File: src/common/brk_pkg.sv
package brk_pkg;

    // ----------------------------------------
    // register byte addresses
    // ----------------------------------------
    localparam logic [7:0] ADDR_STATUS_CONTROL = 8'h00;
    localparam logic [7:0] ADDR_ADDRESS_HIGH   = 8'h04;
    localparam logic [7:0] ADDR_ADDRESS_LOW    = 8'h08;
    localparam logic [7:0] ADDR_WAKEUP_STATUS  = 8'h0C;
    localparam logic [7:0] ADDR_FLAG_CLEAR     = 8'h10;

    // ----------------------------------------
    // field positions
    // ----------------------------------------
    localparam int BREAK_ENABLE_POS       = 7;
    localparam int BREAK_ACTIVE_POS       = 6;
    localparam int BREAK_WAKEUP_POS       = 1;
    localparam int BREAK_CLEAR_ENABLE_POS = 7;

    // ----------------------------------------
    // reset values
    // ----------------------------------------
    localparam logic [7:0] RESET_BYTE = 8'h00;

    // ----------------------------------------
    // cpu side carriers
    // ----------------------------------------
    typedef struct packed {
        logic [15:0] address;
        logic        address_valid;
        logic        last_cycle;
        logic        break_start;
        logic        break_return;
        logic        in_wait;
        logic        in_stop;
    } cpu_status_t;

    typedef struct packed {
        logic break_request;
        logic wake_request;
        logic break_state;
        logic timers_halt;
        logic watchdog_off;
        logic flag_clear_allowed;
    } cpu_control_t;

    typedef enum logic [2:0] {
        ST_IDLE    = 3'b001,
        ST_PENDING = 3'b010,
        ST_BREAK   = 3'b100
    } brk_state_t;

endpackage

File: src/address_breakpoint_unit.sv
// Added by the designer: the placing of the registers and register access over APB.
`timescale 1ns/10ps

module address_breakpoint_unit (
    input  wire logic                  CORE_CLK,
    input  wire logic                  RESET_N,
    input  wire logic [7:0]            PADDR,
    input  wire logic                  PSEL,
    input  wire logic                  PENABLE,
    input  wire logic                  PWRITE,
    input  wire logic [31:0]           PWDATA,
    output logic      [31:0]           PRDATA,
    output logic                       PREADY,
    output logic                       PSLVERR,
    input  wire brk_pkg::cpu_status_t  CPU_STATUS,
    input  wire logic                  TEST_VOLTAGE_PIN,
    output brk_pkg::cpu_control_t      CPU_CONTROL
);

    // ----------------------------------------
    // state
    // ----------------------------------------
    logic                 break_enable_bit;
    logic                 break_active_bit;
    logic                 break_wakeup_flag;
    logic                 break_clear_enable_bit;
    logic [7:0]           break_address_high;
    logic [7:0]           break_address_low;
    brk_pkg::brk_state_t  state;
    logic                 tv_meta;
    logic                 tv_sync;

    logic                 next_break_enable_bit;
    logic                 next_break_active_bit;
    logic                 next_break_wakeup_flag;
    logic                 next_break_clear_enable_bit;
    logic [7:0]           next_break_address_high;
    logic [7:0]           next_break_address_low;
    brk_pkg::brk_state_t  next_state;
    logic [31:0]          next_prdata;
    logic                 next_pready;
    logic                 next_pslverr;
    logic                 next_tv_meta;
    logic                 next_tv_sync;
    brk_pkg::cpu_control_t next_control;

    logic                 wr_en;
    logic                 rd_en;
    logic                 match;
    logic                 soft_break;
    logic                 trigger;
    logic                 sleeping;

    // ----------------------------------------
    // decode
    // ----------------------------------------
    function automatic logic mapped(input logic [7:0] a);
        mapped = (a == brk_pkg::ADDR_STATUS_CONTROL) || (a == brk_pkg::ADDR_ADDRESS_HIGH)
              || (a == brk_pkg::ADDR_ADDRESS_LOW) || (a == brk_pkg::ADDR_WAKEUP_STATUS)
              || (a == brk_pkg::ADDR_FLAG_CLEAR);
    endfunction

    function automatic logic hit(input logic [7:0] a, input logic [7:0] r);
        hit = (a == r);
    endfunction

    always_comb begin
        wr_en      = PSEL && PENABLE && PREADY && PWRITE;
        rd_en      = PSEL && !PENABLE && !PWRITE;
        match      = break_enable_bit && CPU_STATUS.address_valid
                     && (CPU_STATUS.address == {break_address_high, break_address_low});
        soft_break = wr_en && hit(PADDR, brk_pkg::ADDR_STATUS_CONTROL)
                     && PWDATA[brk_pkg::BREAK_ACTIVE_POS];
        trigger    = match || soft_break;
        sleeping   = CPU_STATUS.in_wait || CPU_STATUS.in_stop;
    end

    // ----------------------------------------
    // bus answer
    // ----------------------------------------
    always_comb begin
        next_prdata  = 32'h0000_0000;
        next_pready  = 1'b0;
        next_pslverr = 1'b0;

        // apb: answer one cycle after setup, write applied in access phase
        if (PSEL && !PENABLE) begin
            next_pready  = 1'b1;
            next_pslverr = !mapped(PADDR);
        end
        if (rd_en) begin
            case (PADDR)
                brk_pkg::ADDR_STATUS_CONTROL: begin
                    next_prdata[brk_pkg::BREAK_ENABLE_POS] = break_enable_bit;
                    next_prdata[brk_pkg::BREAK_ACTIVE_POS] = break_active_bit;
                end
                brk_pkg::ADDR_ADDRESS_HIGH: begin
                    next_prdata[7:0] = break_address_high;
                end
                brk_pkg::ADDR_ADDRESS_LOW: begin
                    next_prdata[7:0] = break_address_low;
                end
                brk_pkg::ADDR_WAKEUP_STATUS: begin
                    next_prdata[brk_pkg::BREAK_WAKEUP_POS] = break_wakeup_flag;
                end
                brk_pkg::ADDR_FLAG_CLEAR: begin
                    next_prdata[brk_pkg::BREAK_CLEAR_ENABLE_POS] = break_clear_enable_bit;
                end
                default: begin
                    next_prdata = 32'h0000_0000;
                end
            endcase
        end
    end

    // ----------------------------------------
    // register file
    // ----------------------------------------
    always_comb begin
        next_break_enable_bit       = break_enable_bit;
        next_break_active_bit       = break_active_bit;
        next_break_clear_enable_bit = break_clear_enable_bit;
        next_break_address_high     = break_address_high;
        next_break_address_low      = break_address_low;
        if (wr_en) begin
            case (PADDR)
                brk_pkg::ADDR_STATUS_CONTROL: begin
                    next_break_enable_bit = PWDATA[brk_pkg::BREAK_ENABLE_POS];
                    next_break_active_bit = PWDATA[brk_pkg::BREAK_ACTIVE_POS];
                end
                brk_pkg::ADDR_ADDRESS_HIGH: begin
                    next_break_address_high = PWDATA[7:0];
                end
                brk_pkg::ADDR_ADDRESS_LOW: begin
                    next_break_address_low = PWDATA[7:0];
                end
                brk_pkg::ADDR_FLAG_CLEAR: begin
                    next_break_clear_enable_bit = PWDATA[brk_pkg::BREAK_CLEAR_ENABLE_POS];
                end
                default: begin
                    next_break_enable_bit = break_enable_bit;
                end
            endcase
        end

        // hardware set wins over software clear
        if (match) begin
            next_break_active_bit = 1'b1;
        end
    end

    // ----------------------------------------
    // wakeup flag
    // ----------------------------------------
    always_comb begin
        next_break_wakeup_flag = break_wakeup_flag;
        if (wr_en && hit(PADDR, brk_pkg::ADDR_WAKEUP_STATUS)
            && !PWDATA[brk_pkg::BREAK_WAKEUP_POS]) begin
            next_break_wakeup_flag = 1'b0;
        end
        if (trigger && sleeping) begin
            next_break_wakeup_flag = 1'b1;
        end
    end

    // ----------------------------------------
    // break sequencer
    // ----------------------------------------
    always_comb begin
        next_state = state;
        case (state)
            brk_pkg::ST_IDLE: begin
                if (trigger) begin
                    next_state = CPU_STATUS.break_start ? brk_pkg::ST_BREAK : brk_pkg::ST_PENDING;
                end
            end
            brk_pkg::ST_PENDING: begin
                if (CPU_STATUS.break_start) begin
                    next_state = brk_pkg::ST_BREAK;
                end
            end
            brk_pkg::ST_BREAK: begin
                if (CPU_STATUS.break_return) begin
                    next_state = brk_pkg::ST_IDLE;
                end
            end
            default: begin
                next_state = brk_pkg::ST_IDLE;
            end
        endcase
    end

    // ----------------------------------------
    // outputs toward cpu
    // ----------------------------------------
    always_comb begin
        next_control.break_request      = (next_state == brk_pkg::ST_PENDING);
        next_control.wake_request       = (next_state == brk_pkg::ST_PENDING) && sleeping;
        next_control.break_state        = (next_state == brk_pkg::ST_BREAK);
        next_control.timers_halt        = (next_state == brk_pkg::ST_BREAK);
        next_control.watchdog_off       = (next_state == brk_pkg::ST_BREAK) && tv_sync;
        next_control.flag_clear_allowed = (next_state != brk_pkg::ST_BREAK)
                                          || next_break_clear_enable_bit;
    end

    // ----------------------------------------
    // pin synchroniser
    // ----------------------------------------
    always_comb begin
        next_tv_meta = TEST_VOLTAGE_PIN;
        next_tv_sync = tv_meta;
    end

    always_ff @(posedge CORE_CLK) begin
        if (!RESET_N) begin
            tv_meta <= 1'b0;
            tv_sync <= 1'b0;
        end else begin
            tv_meta <= next_tv_meta;
            tv_sync <= next_tv_sync;
        end
    end

    // ----------------------------------------
    // register file storage
    // ----------------------------------------
    always_ff @(posedge CORE_CLK) begin
        if (!RESET_N) begin
            break_enable_bit       <= 1'b0;
            break_active_bit       <= 1'b0;
            break_clear_enable_bit <= 1'b0;
            break_address_high     <= brk_pkg::RESET_BYTE;
            break_address_low      <= brk_pkg::RESET_BYTE;
        end else begin
            break_enable_bit       <= next_break_enable_bit;
            break_active_bit       <= next_break_active_bit;
            break_clear_enable_bit <= next_break_clear_enable_bit;
            break_address_high     <= next_break_address_high;
            break_address_low      <= next_break_address_low;
        end
    end

    // ----------------------------------------
    // wakeup flag storage
    // ----------------------------------------
    always_ff @(posedge CORE_CLK) begin
        if (!RESET_N) begin
            break_wakeup_flag <= 1'b0;
        end else begin
            break_wakeup_flag <= next_break_wakeup_flag;
        end
    end

    // ----------------------------------------
    // bus answer storage
    // ----------------------------------------
    always_ff @(posedge CORE_CLK) begin
        if (!RESET_N) begin
            PRDATA  <= 32'h0000_0000;
            PREADY  <= 1'b0;
            PSLVERR <= 1'b0;
        end else begin
            PRDATA  <= next_prdata;
            PREADY  <= next_pready;
            PSLVERR <= next_pslverr;
        end
    end

    // ----------------------------------------
    // sequencer storage
    // ----------------------------------------
    always_ff @(posedge CORE_CLK) begin
        if (!RESET_N) begin
            state <= brk_pkg::ST_IDLE;
        end else begin
            state <= next_state;
        end
    end

    // ----------------------------------------
    // control storage
    // ----------------------------------------
    always_ff @(posedge CORE_CLK) begin
        if (!RESET_N) begin
            CPU_CONTROL <= '{default: 1'b0, flag_clear_allowed: 1'b1};
        end else begin
            CPU_CONTROL <= next_control;
        end
    end

endmodule

File: config.mk
export PLATFORM = sky130hd
export DESIGN_NAME = address_breakpoint_unit
export DESIGN_NICKNAME = d
export VERILOG_FILES = /design/src/common/brk_pkg.sv /design/src/address_breakpoint_unit.sv
export SDC_FILE = /design/constraint.sdc
export NUM_CORES = 1
export LEC_CHECK = 0
export BUFFER_PORTS_ARGS = -buffer_cell sky130_fd_sc_hd__buf_2
export CORE_UTILIZATION = 30
export CTS_CLUSTER_DIAMETER = 100
export DETAILED_ROUTE_END_ITERATION = 10
export GPL_ROUTABILITY_DRIVEN = 0
export SETUP_SLACK_MARGIN = 0.2
export SYNTH_ARGS = -nofsm -noshare
export SYNTH_HDL_FRONTEND = slang
export SYNTH_SLANG_ARGS = --single-unit
File: constraint.sdc
create_clock -name CORE_CLK -period 2.95 [get_ports CORE_CLK]
set_input_delay 0.295 -clock CORE_CLK [delete_from_list [all_inputs] [get_ports CORE_CLK]]
set_output_delay 0.295 -clock CORE_CLK [all_outputs]
set_load 0.05 [all_outputs]
; ---- Yosys cells after proc, flatten, opt, wreduce, memory -nomap -nowiden
; Cells that the tools add are included.
[word_totals]
reg_bits = 64
word_cells = 82
out_inout_bits = 40
inputBits = 68
[classes]
n_reduce_logical = 35
muxes = 18
n_eq_ne = 11
[op_table]
columns = op, count
row1 = $eq A16 B16 Y1, 1
row2 = $eq A8 B4 Y1 const B, 2
row3 = $logic_and A1 B1 Y1, 14
row4 = $mux W3, 4
row5 = $reduce_and A2 Y1, 6
row6 = $pmux W3 S3, 1
row7 = $eq A8 B3 Y1 const B, 1
row8 = $eq A8 B5 Y1 const B, 1
row9 = $logic_not A8 Y1, 1
row10 = $mux W1, 8
row11 = $pmux W4 S2, 1
row12 = $logic_or A1 B1 Y1, 7
row13 = $eq A3 B2 Y1 const B, 2
row14 = $eq A3 B3 Y1 const B, 2
row15 = $pmux W1 S3, 2
row16 = $reduce_bool A2 Y1, 3
row17 = $logic_not A1 Y1, 4
row18 = $pmux W1 S4, 1
row19 = $eq A3 B1 Y1 const B, 1
row20 = $ne A3 B3 Y1 const B, 1
row21 = $pmux W1 S2, 1

; ---- Logic depth before layout (Yosys ltp)
; Gate-level depths: netlist of the first run.
[depth]
ltp_word = 10
ltp_mapped = 6
depth_no_buf = 5

; ---- Least setup slack after synthesis of the first run
; No wires, ideal clock.
[synth_path]
path_type = reg2reg
start = register PREADY
end = register break_address_high[0]
setup_ns = 0.122
setup_slack_ns = 1.201
t_required_ns = 2.828
path_stages_with_launch = 6
path_buffers = 0
synth_period_minus_slack_ns = 1.749
arrival_ns = 1.627
path_cell_list = dfxtp_1 nand4_1 nor3_4 nand2_1 nand2_1 a21boi_0
[synth_between]
elab_chain_cells = 3
[synth_rtl]
columns = item, line_no
row1 = start: declaration, address_breakpoint_unit.sv:13  ; output logic PREADY,
row2 = start signal: assignment, address_breakpoint_unit.sv:264  ; PREADY <= next_pready;
row3 = $logic_and A1 B1 Y1 (2 in a row), address_breakpoint_unit.sv:68  ; wr_en = PSEL && PENABLE && PREADY && PWRITE;
row4 = $reduce_and A2 Y1 (no line), -
row5 = end signal: assignment, address_breakpoint_unit.sv:232  ; break_address_high <= brk_pkg::RESET_BYTE;
row6 = end signal: assignment, address_breakpoint_unit.sv:238  ; break_address_high <= next_break_address_high;
row7 = end: declaration, address_breakpoint_unit.sv:27  ; logic [7:0] break_address_high;
; Every way passes these cells.
; A chain may end at the register's enable or synchronous reset.

; ---- Final worst setup path of the first run
[layout_path]
start = input port PADDR[7]
end = register break_wakeup_flag
[layout_between]
elab_chain_cells = 6
word_cells_on_any_way = 10
cone_classes = 1 x eq/ne / 1 x mux / 8 x reduce/logical
[layout_rtl]
columns = item, line_no
row1 = start: declaration, address_breakpoint_unit.sv:7  ; input wire logic [7:0] PADDR,
row2 = $logic_not A8 Y1, address_breakpoint_unit.sv:64  ; hit = (a == r);
row3 = $logic_and A1 B1 Y1, address_breakpoint_unit.sv:72  ; soft_break = wr_en && hit(PADDR, brk_pkg::ADDR_STATUS_CONTROL)
row4 = $logic_and A1 B1 Y1, address_breakpoint_unit.sv:73  ; && PWDATA[brk_pkg::BREAK_ACTIVE_POS];
row5 = $logic_or A1 B1 Y1, address_breakpoint_unit.sv:74  ; trigger = match || soft_break;
row6 = $logic_and A1 B1 Y1, address_breakpoint_unit.sv:161  ; if (trigger && sleeping) begin
row7 = $mux W1 / $reduce_bool A2 Y1 (equally long branches), -
row8 = end signal: assignment, address_breakpoint_unit.sv:250  ; break_wakeup_flag <= next_break_wakeup_flag;
row9 = end: declaration, address_breakpoint_unit.sv:25  ; logic break_wakeup_flag;
; Several ways; a longest one is shown, not always the timed one.

==> impl_metrics.py, run 1 <==
metrics = {
    "routing": {
        "routed_wirelength_mm": 4.530,
        "drt_iter0_drc": 98,
        "drc_errors": 10,
        "antenna_left": 0,
        "num_vias": 1685,
        "vias_per_cell": 4.604,
        "wl_per_cell_um": 12.38,
        "drtPass1Iterations": 7,
    },
    "critical_path": {
        "cp-start-kind": "input pin",
        "cp_data_required_time_ns": 3.12,
        "path_buf_inv": 2,
        "rr_worst_depth": 5,
        "cp.depth": 7,
        "cp_max_fo": 11,
        "crit_type": "input pin to flop",
        "cpPeakStageDelay_ns": 0.58,
        "cp.arrival_ns": 1.99,
        "worst_setup_path_end_kind": "flop",
        "crit_family": "simple AND/OR/NAND/NOR gates",
        "worstPathCellList": "buf_2 -> or4_4 -> nor3_4 -> buf_4 -> nand4b_1 -> nand3_1 -> o21ai_0",
        "cpMaxStageDelayCell": "or4_4",
    },
    "final_layout": {
        "drive_gt1_share_pct": 25.61,
        "final_nets": 357,
        "fillers": 691,
        "num_antenna_cells": 0,
        "layout_commonest_cell": "buf_2",
        "fin_area_um2": 2350,
        "syn2layout_area_growth_pct": 15.85,
        "layout_common_cells": "buf_2, dfxtp_1, nand2_1",
    },
    "clock_network": {
        "cts-htree-levels": 2,
        "cts-root-buf": "clkbuf_8",
        "post_cts_resized": 0,
        "cts-hold-fix-buffers": 0,
        "cts_setup_buffers": 0,
        "clock-sinks": 40,
        "worstSkewPairLatency_ns": 0.29,
        "cts.clk_slew.worst_paths_ns": 0.08,
        "numCtsBuffers": 5,
        "cts_tree": "yes",
        "cts_max_path_buffers": 2,
    },
    "run_status": {
        "violations": "DRC",
        "outcome": "complete, but fails checks",
    },
    "grt": {
        "grt_usage_pct": 13.33,
        "grt_start_max_net_pins": 30,
        "antenna_found_initial": 0,
        "grt_pass1_vias": 1534,
        "overflow": 0,
        "grt_pass1_wl_mm": 7.389,
    },
    "timing": {
        "fin_tns_setup_ns": 0,
        "tightestPinTransition_ns": 0.5220,
        "rsz0062_at_grt": "false",
        "slew_violations": 0,
        "max_freq_mhz": 550.4,
        "setup_viol": 0,
        "skew_ns": 0.004743,
        "slew_headroom_pct": 65.13,
        "fin_crit_sh_pct": 61.59,
        "hold_violations": 0,
        "period_minus_slack_ns": 1.817,
    },
    "floorplan": {
        "die_h_um": 84.23,
        "num_io_pins": 108,
        "initial_core_util_pct": 31.58,
        "core_area_um2": 6422,
        "die_area_um2": 7094,
        "rows": 29,
        "die_w_um": 84.23,
    },
    "min_path": {
        "min_path_cells": 2,
        "hold_class": "input pin to flop",
    },
    "logic_synthesis": {
        "synth_cell_type_count": 39,
        "synth_seq_cells": 40,
        "yosysWarnings": 0,
        "synth_cells": 230,
        "yosysSeqAreaShare_pct": 39.48,
        "syn_area_um2": 2028,
        "avgSynthCellArea_um2": 8.818,
    },
    "pwr": {
        "vdd_ir_drop_max_mv": 0.1368,
        "power.static_leakage_uw": 0.001011,
        "p_per_area_nw_per_um2": 440.6,
    },
    "place": {
        "dpl.hpwl_mm": 3.473,
        "port_buffers": 58,
        "placed_area_um2": 2272,
    },
    "run": {
        "cap_violations": 0,
    },
}
## kinds of logic after synthesis
kind of cell,synth area share [%]
AO/OA/AOI/OAI,13.94
XOR/XNOR,7.341
buffers and inverters,12.77
flip-flops,39.48
multiplexers,2.036
other,0.1849
AND/OR/NAND/NOR,24.24
## final timing paths
check,startpoint,endpoint,slack (ns)
setup reg to reg,break_address_high[3],CPU_CONTROL[4],1.23
setup / recovery,PADDR[7],break_wakeup_flag,1.13
hold reg to reg,tv_sync,CPU_CONTROL[1],0.43
hold / removal,TEST_VOLTAGE_PIN,next_tv_sync,0.21
## layout make-up
| class | count | area (um2) | area share (%) |
|---|---|---|---|
| Multi-Input combinational cell | 179 | 1055 | 44.89 |
| Sequential cell | 40 | 800.8 | 34.08 |
| Timing Repair Buffer | 61 | 312.8 | 13.31 |
| Tap cell | 77 | 96.34 | 4.100 |
| Clock buffer | 6 | 72.57 | 3.088 |
| Inverter | 2 | 7.507 | 0.3195 |
| Clock inverter | 1 | 5.005 | 0.2130 |
## registers in the layout (all words and copies together) (netlist names), 3 cells and up
| signal | cells |
|---|---|
| CPU_CONTROL | 5 |
| break_address_high | 8 |
| break_address_low | 8 |
| PRDATA | 8 |
| state | 3 |
## power breakdown
part | internal [uW] | total (uW) | switching [uW]
logic | 37.2 | 149 | 112
clock network | 161 | 344 | 183
registers | 542 | 542 | 0.527
total | 740 | 1040 | 295
## through the flow
step / hold slack (ns) / power [uW] / utilization, % / setup slack (ns) / cells
after CTS: 0.2083 / 1049 / 36.59 / 1.112 / 366
after global placement: 0.4129 / 704.6 / 35.38 / 0.8296 / 359
after floorplan: 0.4057 / 687.5 / - / 1.201 / 253
final: 0.2094 / 1035 / 36.59 / 1.133 / 366
after global routing: 0.2130 / 1089 / 36.59 / 0.9924 / 366
after detailed placement: 0.4168 / 704.4 / 35.38 / 0.7970 / 359
## synth_stat cells (all sizes together)
library cell | instances | area, um2
or3b | 1 | 8.760
nor2 | 14 | 52.55
or2 | 2 | 12.51
mux2i | 3 | 30.03
a211oi | 1 | 7.510
and2 | 4 | 25.02
nand2 | 27 | 101.4
or4 | 1 | 11.26
a22oi | 6 | 45.04
a21oi | 5 | 25.02
mux2 | 1 | 11.26
xnor2 | 1 | 8.760
and3 | 1 | 6.260
inv | 2 | 7.510
nor4 | 4 | 40.04
a31oi | 3 | 18.77
nor3 | 3 | 26.28
a21boi | 18 | 135.1
buf | 29 | 232.7
nand3b | 2 | 15.01
xor2 | 16 | 140.1
nor3b | 2 | 15.01
clkbuf | 2 | 7.510
o21ai | 3 | 15.01
nand3 | 22 | 110.1
o31ai | 3 | 22.52
o22ai | 1 | 6.260
clkdlybuf4s50 | 1 | 11.26
o21a | 1 | 7.510
nand4b | 2 | 17.52
nand2b | 2 | 12.51
conb | 1 | 3.750
dfxtp | 40 | 800.8
nor2b | 4 | 25.02
nand4 | 2 | 12.51
## metal layers
metal  wire length [um]  share of wire [%]  track usage (%)
met5                  0                  0                0
met2               2091                 46            21.46
met3                340                7.5            3.835
met1               2023                 45            16.68
met4                 75                1.7            5.643
(Power assumes the default switching activity.)
==> run 2, diff against run 1 <==
==> constraint.sdc (replaced) <==
create_clock -name CORE_CLK -period 1.6 [get_ports CORE_CLK]
set_input_delay 0.16 -clock CORE_CLK [delete_from_list [all_inputs] [get_ports CORE_CLK]]
set_output_delay 0.16 -clock CORE_CLK [all_outputs]
set_load 0.05 [all_outputs]
==> run 2 against run 1 <==
The flow finishes with violations (DRC, setup timing). Critical path type is now flop to flop. Global-route usage up 1.0 points. Final cell count is 7.1% higher. Sequential power rose by 84%. Largest cell class unchanged.
==> impl_metrics.py, run 2 (synthesized netlist as in run 1, its figures left out) <==
metrics = {
    "run_status": {
        "outcome": "complete, but fails checks",
        "violations": "DRC, setup timing",
    },
    "timing": {
        "max_freq_mhz": 617.7,
        "period_minus_slack_ns": 1.619,
        "hold_violations": 0,
        "skew_ns": 0.008430,
        "rsz0062_at_grt": "true",
        "fin_crit_sh_pct": 101.2,
        "setup_viol": 1,
        "slew_violations": 0,
        "setup_ws_ns": -0.01902,
    },
    "critical_path": {
        "cp_data_required_time_ns": 1.85,
        "crit_type": "flop to flop",
        "reg2reg_slack_ns": -0.02,
        "critPathLaunch": "break_address_low[5]",
        "cp-start-kind": "flop",
        "worst_r2r_endpoint": "CPU_CONTROL[1]",
        "worst_setup_path_end_kind": "flop",
        "cp_max_fo": 3,
        "rr_worst_depth": 7,
        "cp.arrival_ns": 1.87,
        "crit-reg2reg-launch": "break_address_low[5]",
        "crit_end": "CPU_CONTROL[1]",
    },
    "final_layout": {
        "drive_gt1_share_pct": 40.00,
        "layout_common_cells": "buf_2, dfxtp_1, conb_1",
        "syn2layout_area_growth_pct": 34.30,
        "top_regs": "PRDATA: 8 flops, break_address_high: 8 flops, break_address_low: 8 flops",
        "fin_cells": 392,
        "final_nets": 382,
        "num_antenna_cells": 0,
        "layout_commonest_cell": "buf_2",
    },
    "routing": {
        "wl_per_cell_um": 12.39,
        "num_vias": 1803,
        "drt_iter0_drc": 82,
        "drc_errors": 8,
        "routed_wirelength_mm": 4.855,
        "drtPass1Iterations": 7,
        "antenna_left": 0,
        "vias_per_cell": 4.599,
    },
    "place": {
        "dp_cells": 380,
        "dpl.hpwl_mm": 3.660,
        "port_buffers": 58,
    },
    "grt": {
        "antenna_found_initial": 0,
        "grt_pass1_wl_mm": 7.838,
        "grt_start_max_net_pins": 21,
        "grt_usage_pct": 14.35,
        "grt_pass1_vias": 1603,
        "overflow": 0,
    },
    "min_path": {
        "hold_class": "input pin to flop",
    },
    "clock_network": {
        "cts.clk_slew.worst_paths_ns": 0.08,
        "cts-hold-fix-buffers": 0,
        "clock-sinks": 40,
        "numCtsBuffers": 5,
        "cts-root-buf": "clkbuf_8",
        "worstSkewPairLatency_ns": 0.30,
        "cts_max_path_buffers": 2,
        "cts-htree-levels": 2,
        "cts_tree": "yes",
    },
    "floorplan": {
        "die_h_um": 84.23,
        "rows": 29,
        "initial_core_util_pct": 31.58,
        "die_w_um": 84.23,
        "die_area_um2": 7094,
        "num_io_pins": 108,
        "core_area_um2": 6422,
    },
    "pwr": {
        "vdd_ir_drop_max_mv": 0.2272,
        "p_per_area_nw_per_um2": 714.7,
        "power.static_leakage_uw": 0.001192,
        "p_total_uw": 1947,
    },
    "run": {
        "cap_violations": 0,
    },
}
## run 2: cell count changes in the layout (fill, tap and decap cells not counted), sizes merged
cell	previous run	this run
clkbuf	6	7
buf	61	86
## run 2: per-layer routing
| layer | GRT usage (%) | wire (um) | vias to the layer above |
|---|---|---|---|
| met1 | 18.64 | 2196 | 827 |
| li1 | - | - | 916 |
| met5 | 0 | 0 | - |
| met4 | 7.053 | 105 | 0 |
| met3 | 3.835 | 232 | 8 |
| met2 | 21.98 | 2320 | 52 |
## run 2: what timing repair did
action	4_1_cts	5_1_grt
resized for setup	12	24
endpoints found under the setup margin	15	13
pin swaps	12	14
cloned	0	0
setup buffers	3	1
## run 2: cell type report
class | instances | area (um2)
clock buffer | 7 | 76.32
clock inverter | 1 | 5.005
fill | 640 | 3699
inverter | 2 | 7.507
multi-input combinational | 179 | 1190
sequential | 40 | 808.3
tap | 77 | 96.34
timing repair buffer | 86 | 540.5
## run 2: worst min path at each step
stage	start	end	cells after the start
after CTS	TEST_VOLTAGE_PIN	next_tv_sync	2
after detailed placement	TEST_VOLTAGE_PIN	next_tv_sync	2
after global routing	TEST_VOLTAGE_PIN	next_tv_sync	2
after global placement	TEST_VOLTAGE_PIN	next_tv_sync	2
after floorplan	TEST_VOLTAGE_PIN	next_tv_sync	1
final	TEST_VOLTAGE_PIN	next_tv_sync	2
## run 2: power breakdown
part | leakage [uW] | switching [uW] | internal (uW)
Combinational | 0.000825 | 218 | 78.2
Sequential | 0.000325 | 0.943 | 998
Clock | 0.0000422 | 345 | 306
## run 2: critical path, stage by stage, from the launching register on
cell and delay [ns]:
dfxtp_1 0.32, xor2_1 0.18, nor4_1 0.24, buf_4 0.16, nand4_1 0.12, buf_6 0.16, o31ai_4 0.23, and2_1 0.16
## run 2: metrics by stage
| step | utilization [%] | worst slack [ns] | area [um2] | hold WS [ns] | TNS (ns) |
|---|---|---|---|---|---|
| 5_1_grt | 42.41 | -0.1325 | 2724 | 0.07880 | -0.5976 |
| 6_report | 42.41 | -0.01902 | 2724 | 0.07177 | -0.01902 |
| 3_5_place_dp | 38.44 | -0.06928 | 2469 | 0.3745 | -0.9652 |
| 3_3_place_gp | 38.44 | -0.05712 | 2469 | 0.3648 | -0.8713 |
| 2_1_floorplan | - | 0.08650 | 2128 | 0.2873 | 0 |
| 4_1_cts | 40.79 | -0.007453 | 2620 | 0.06726 | -0.007453 |
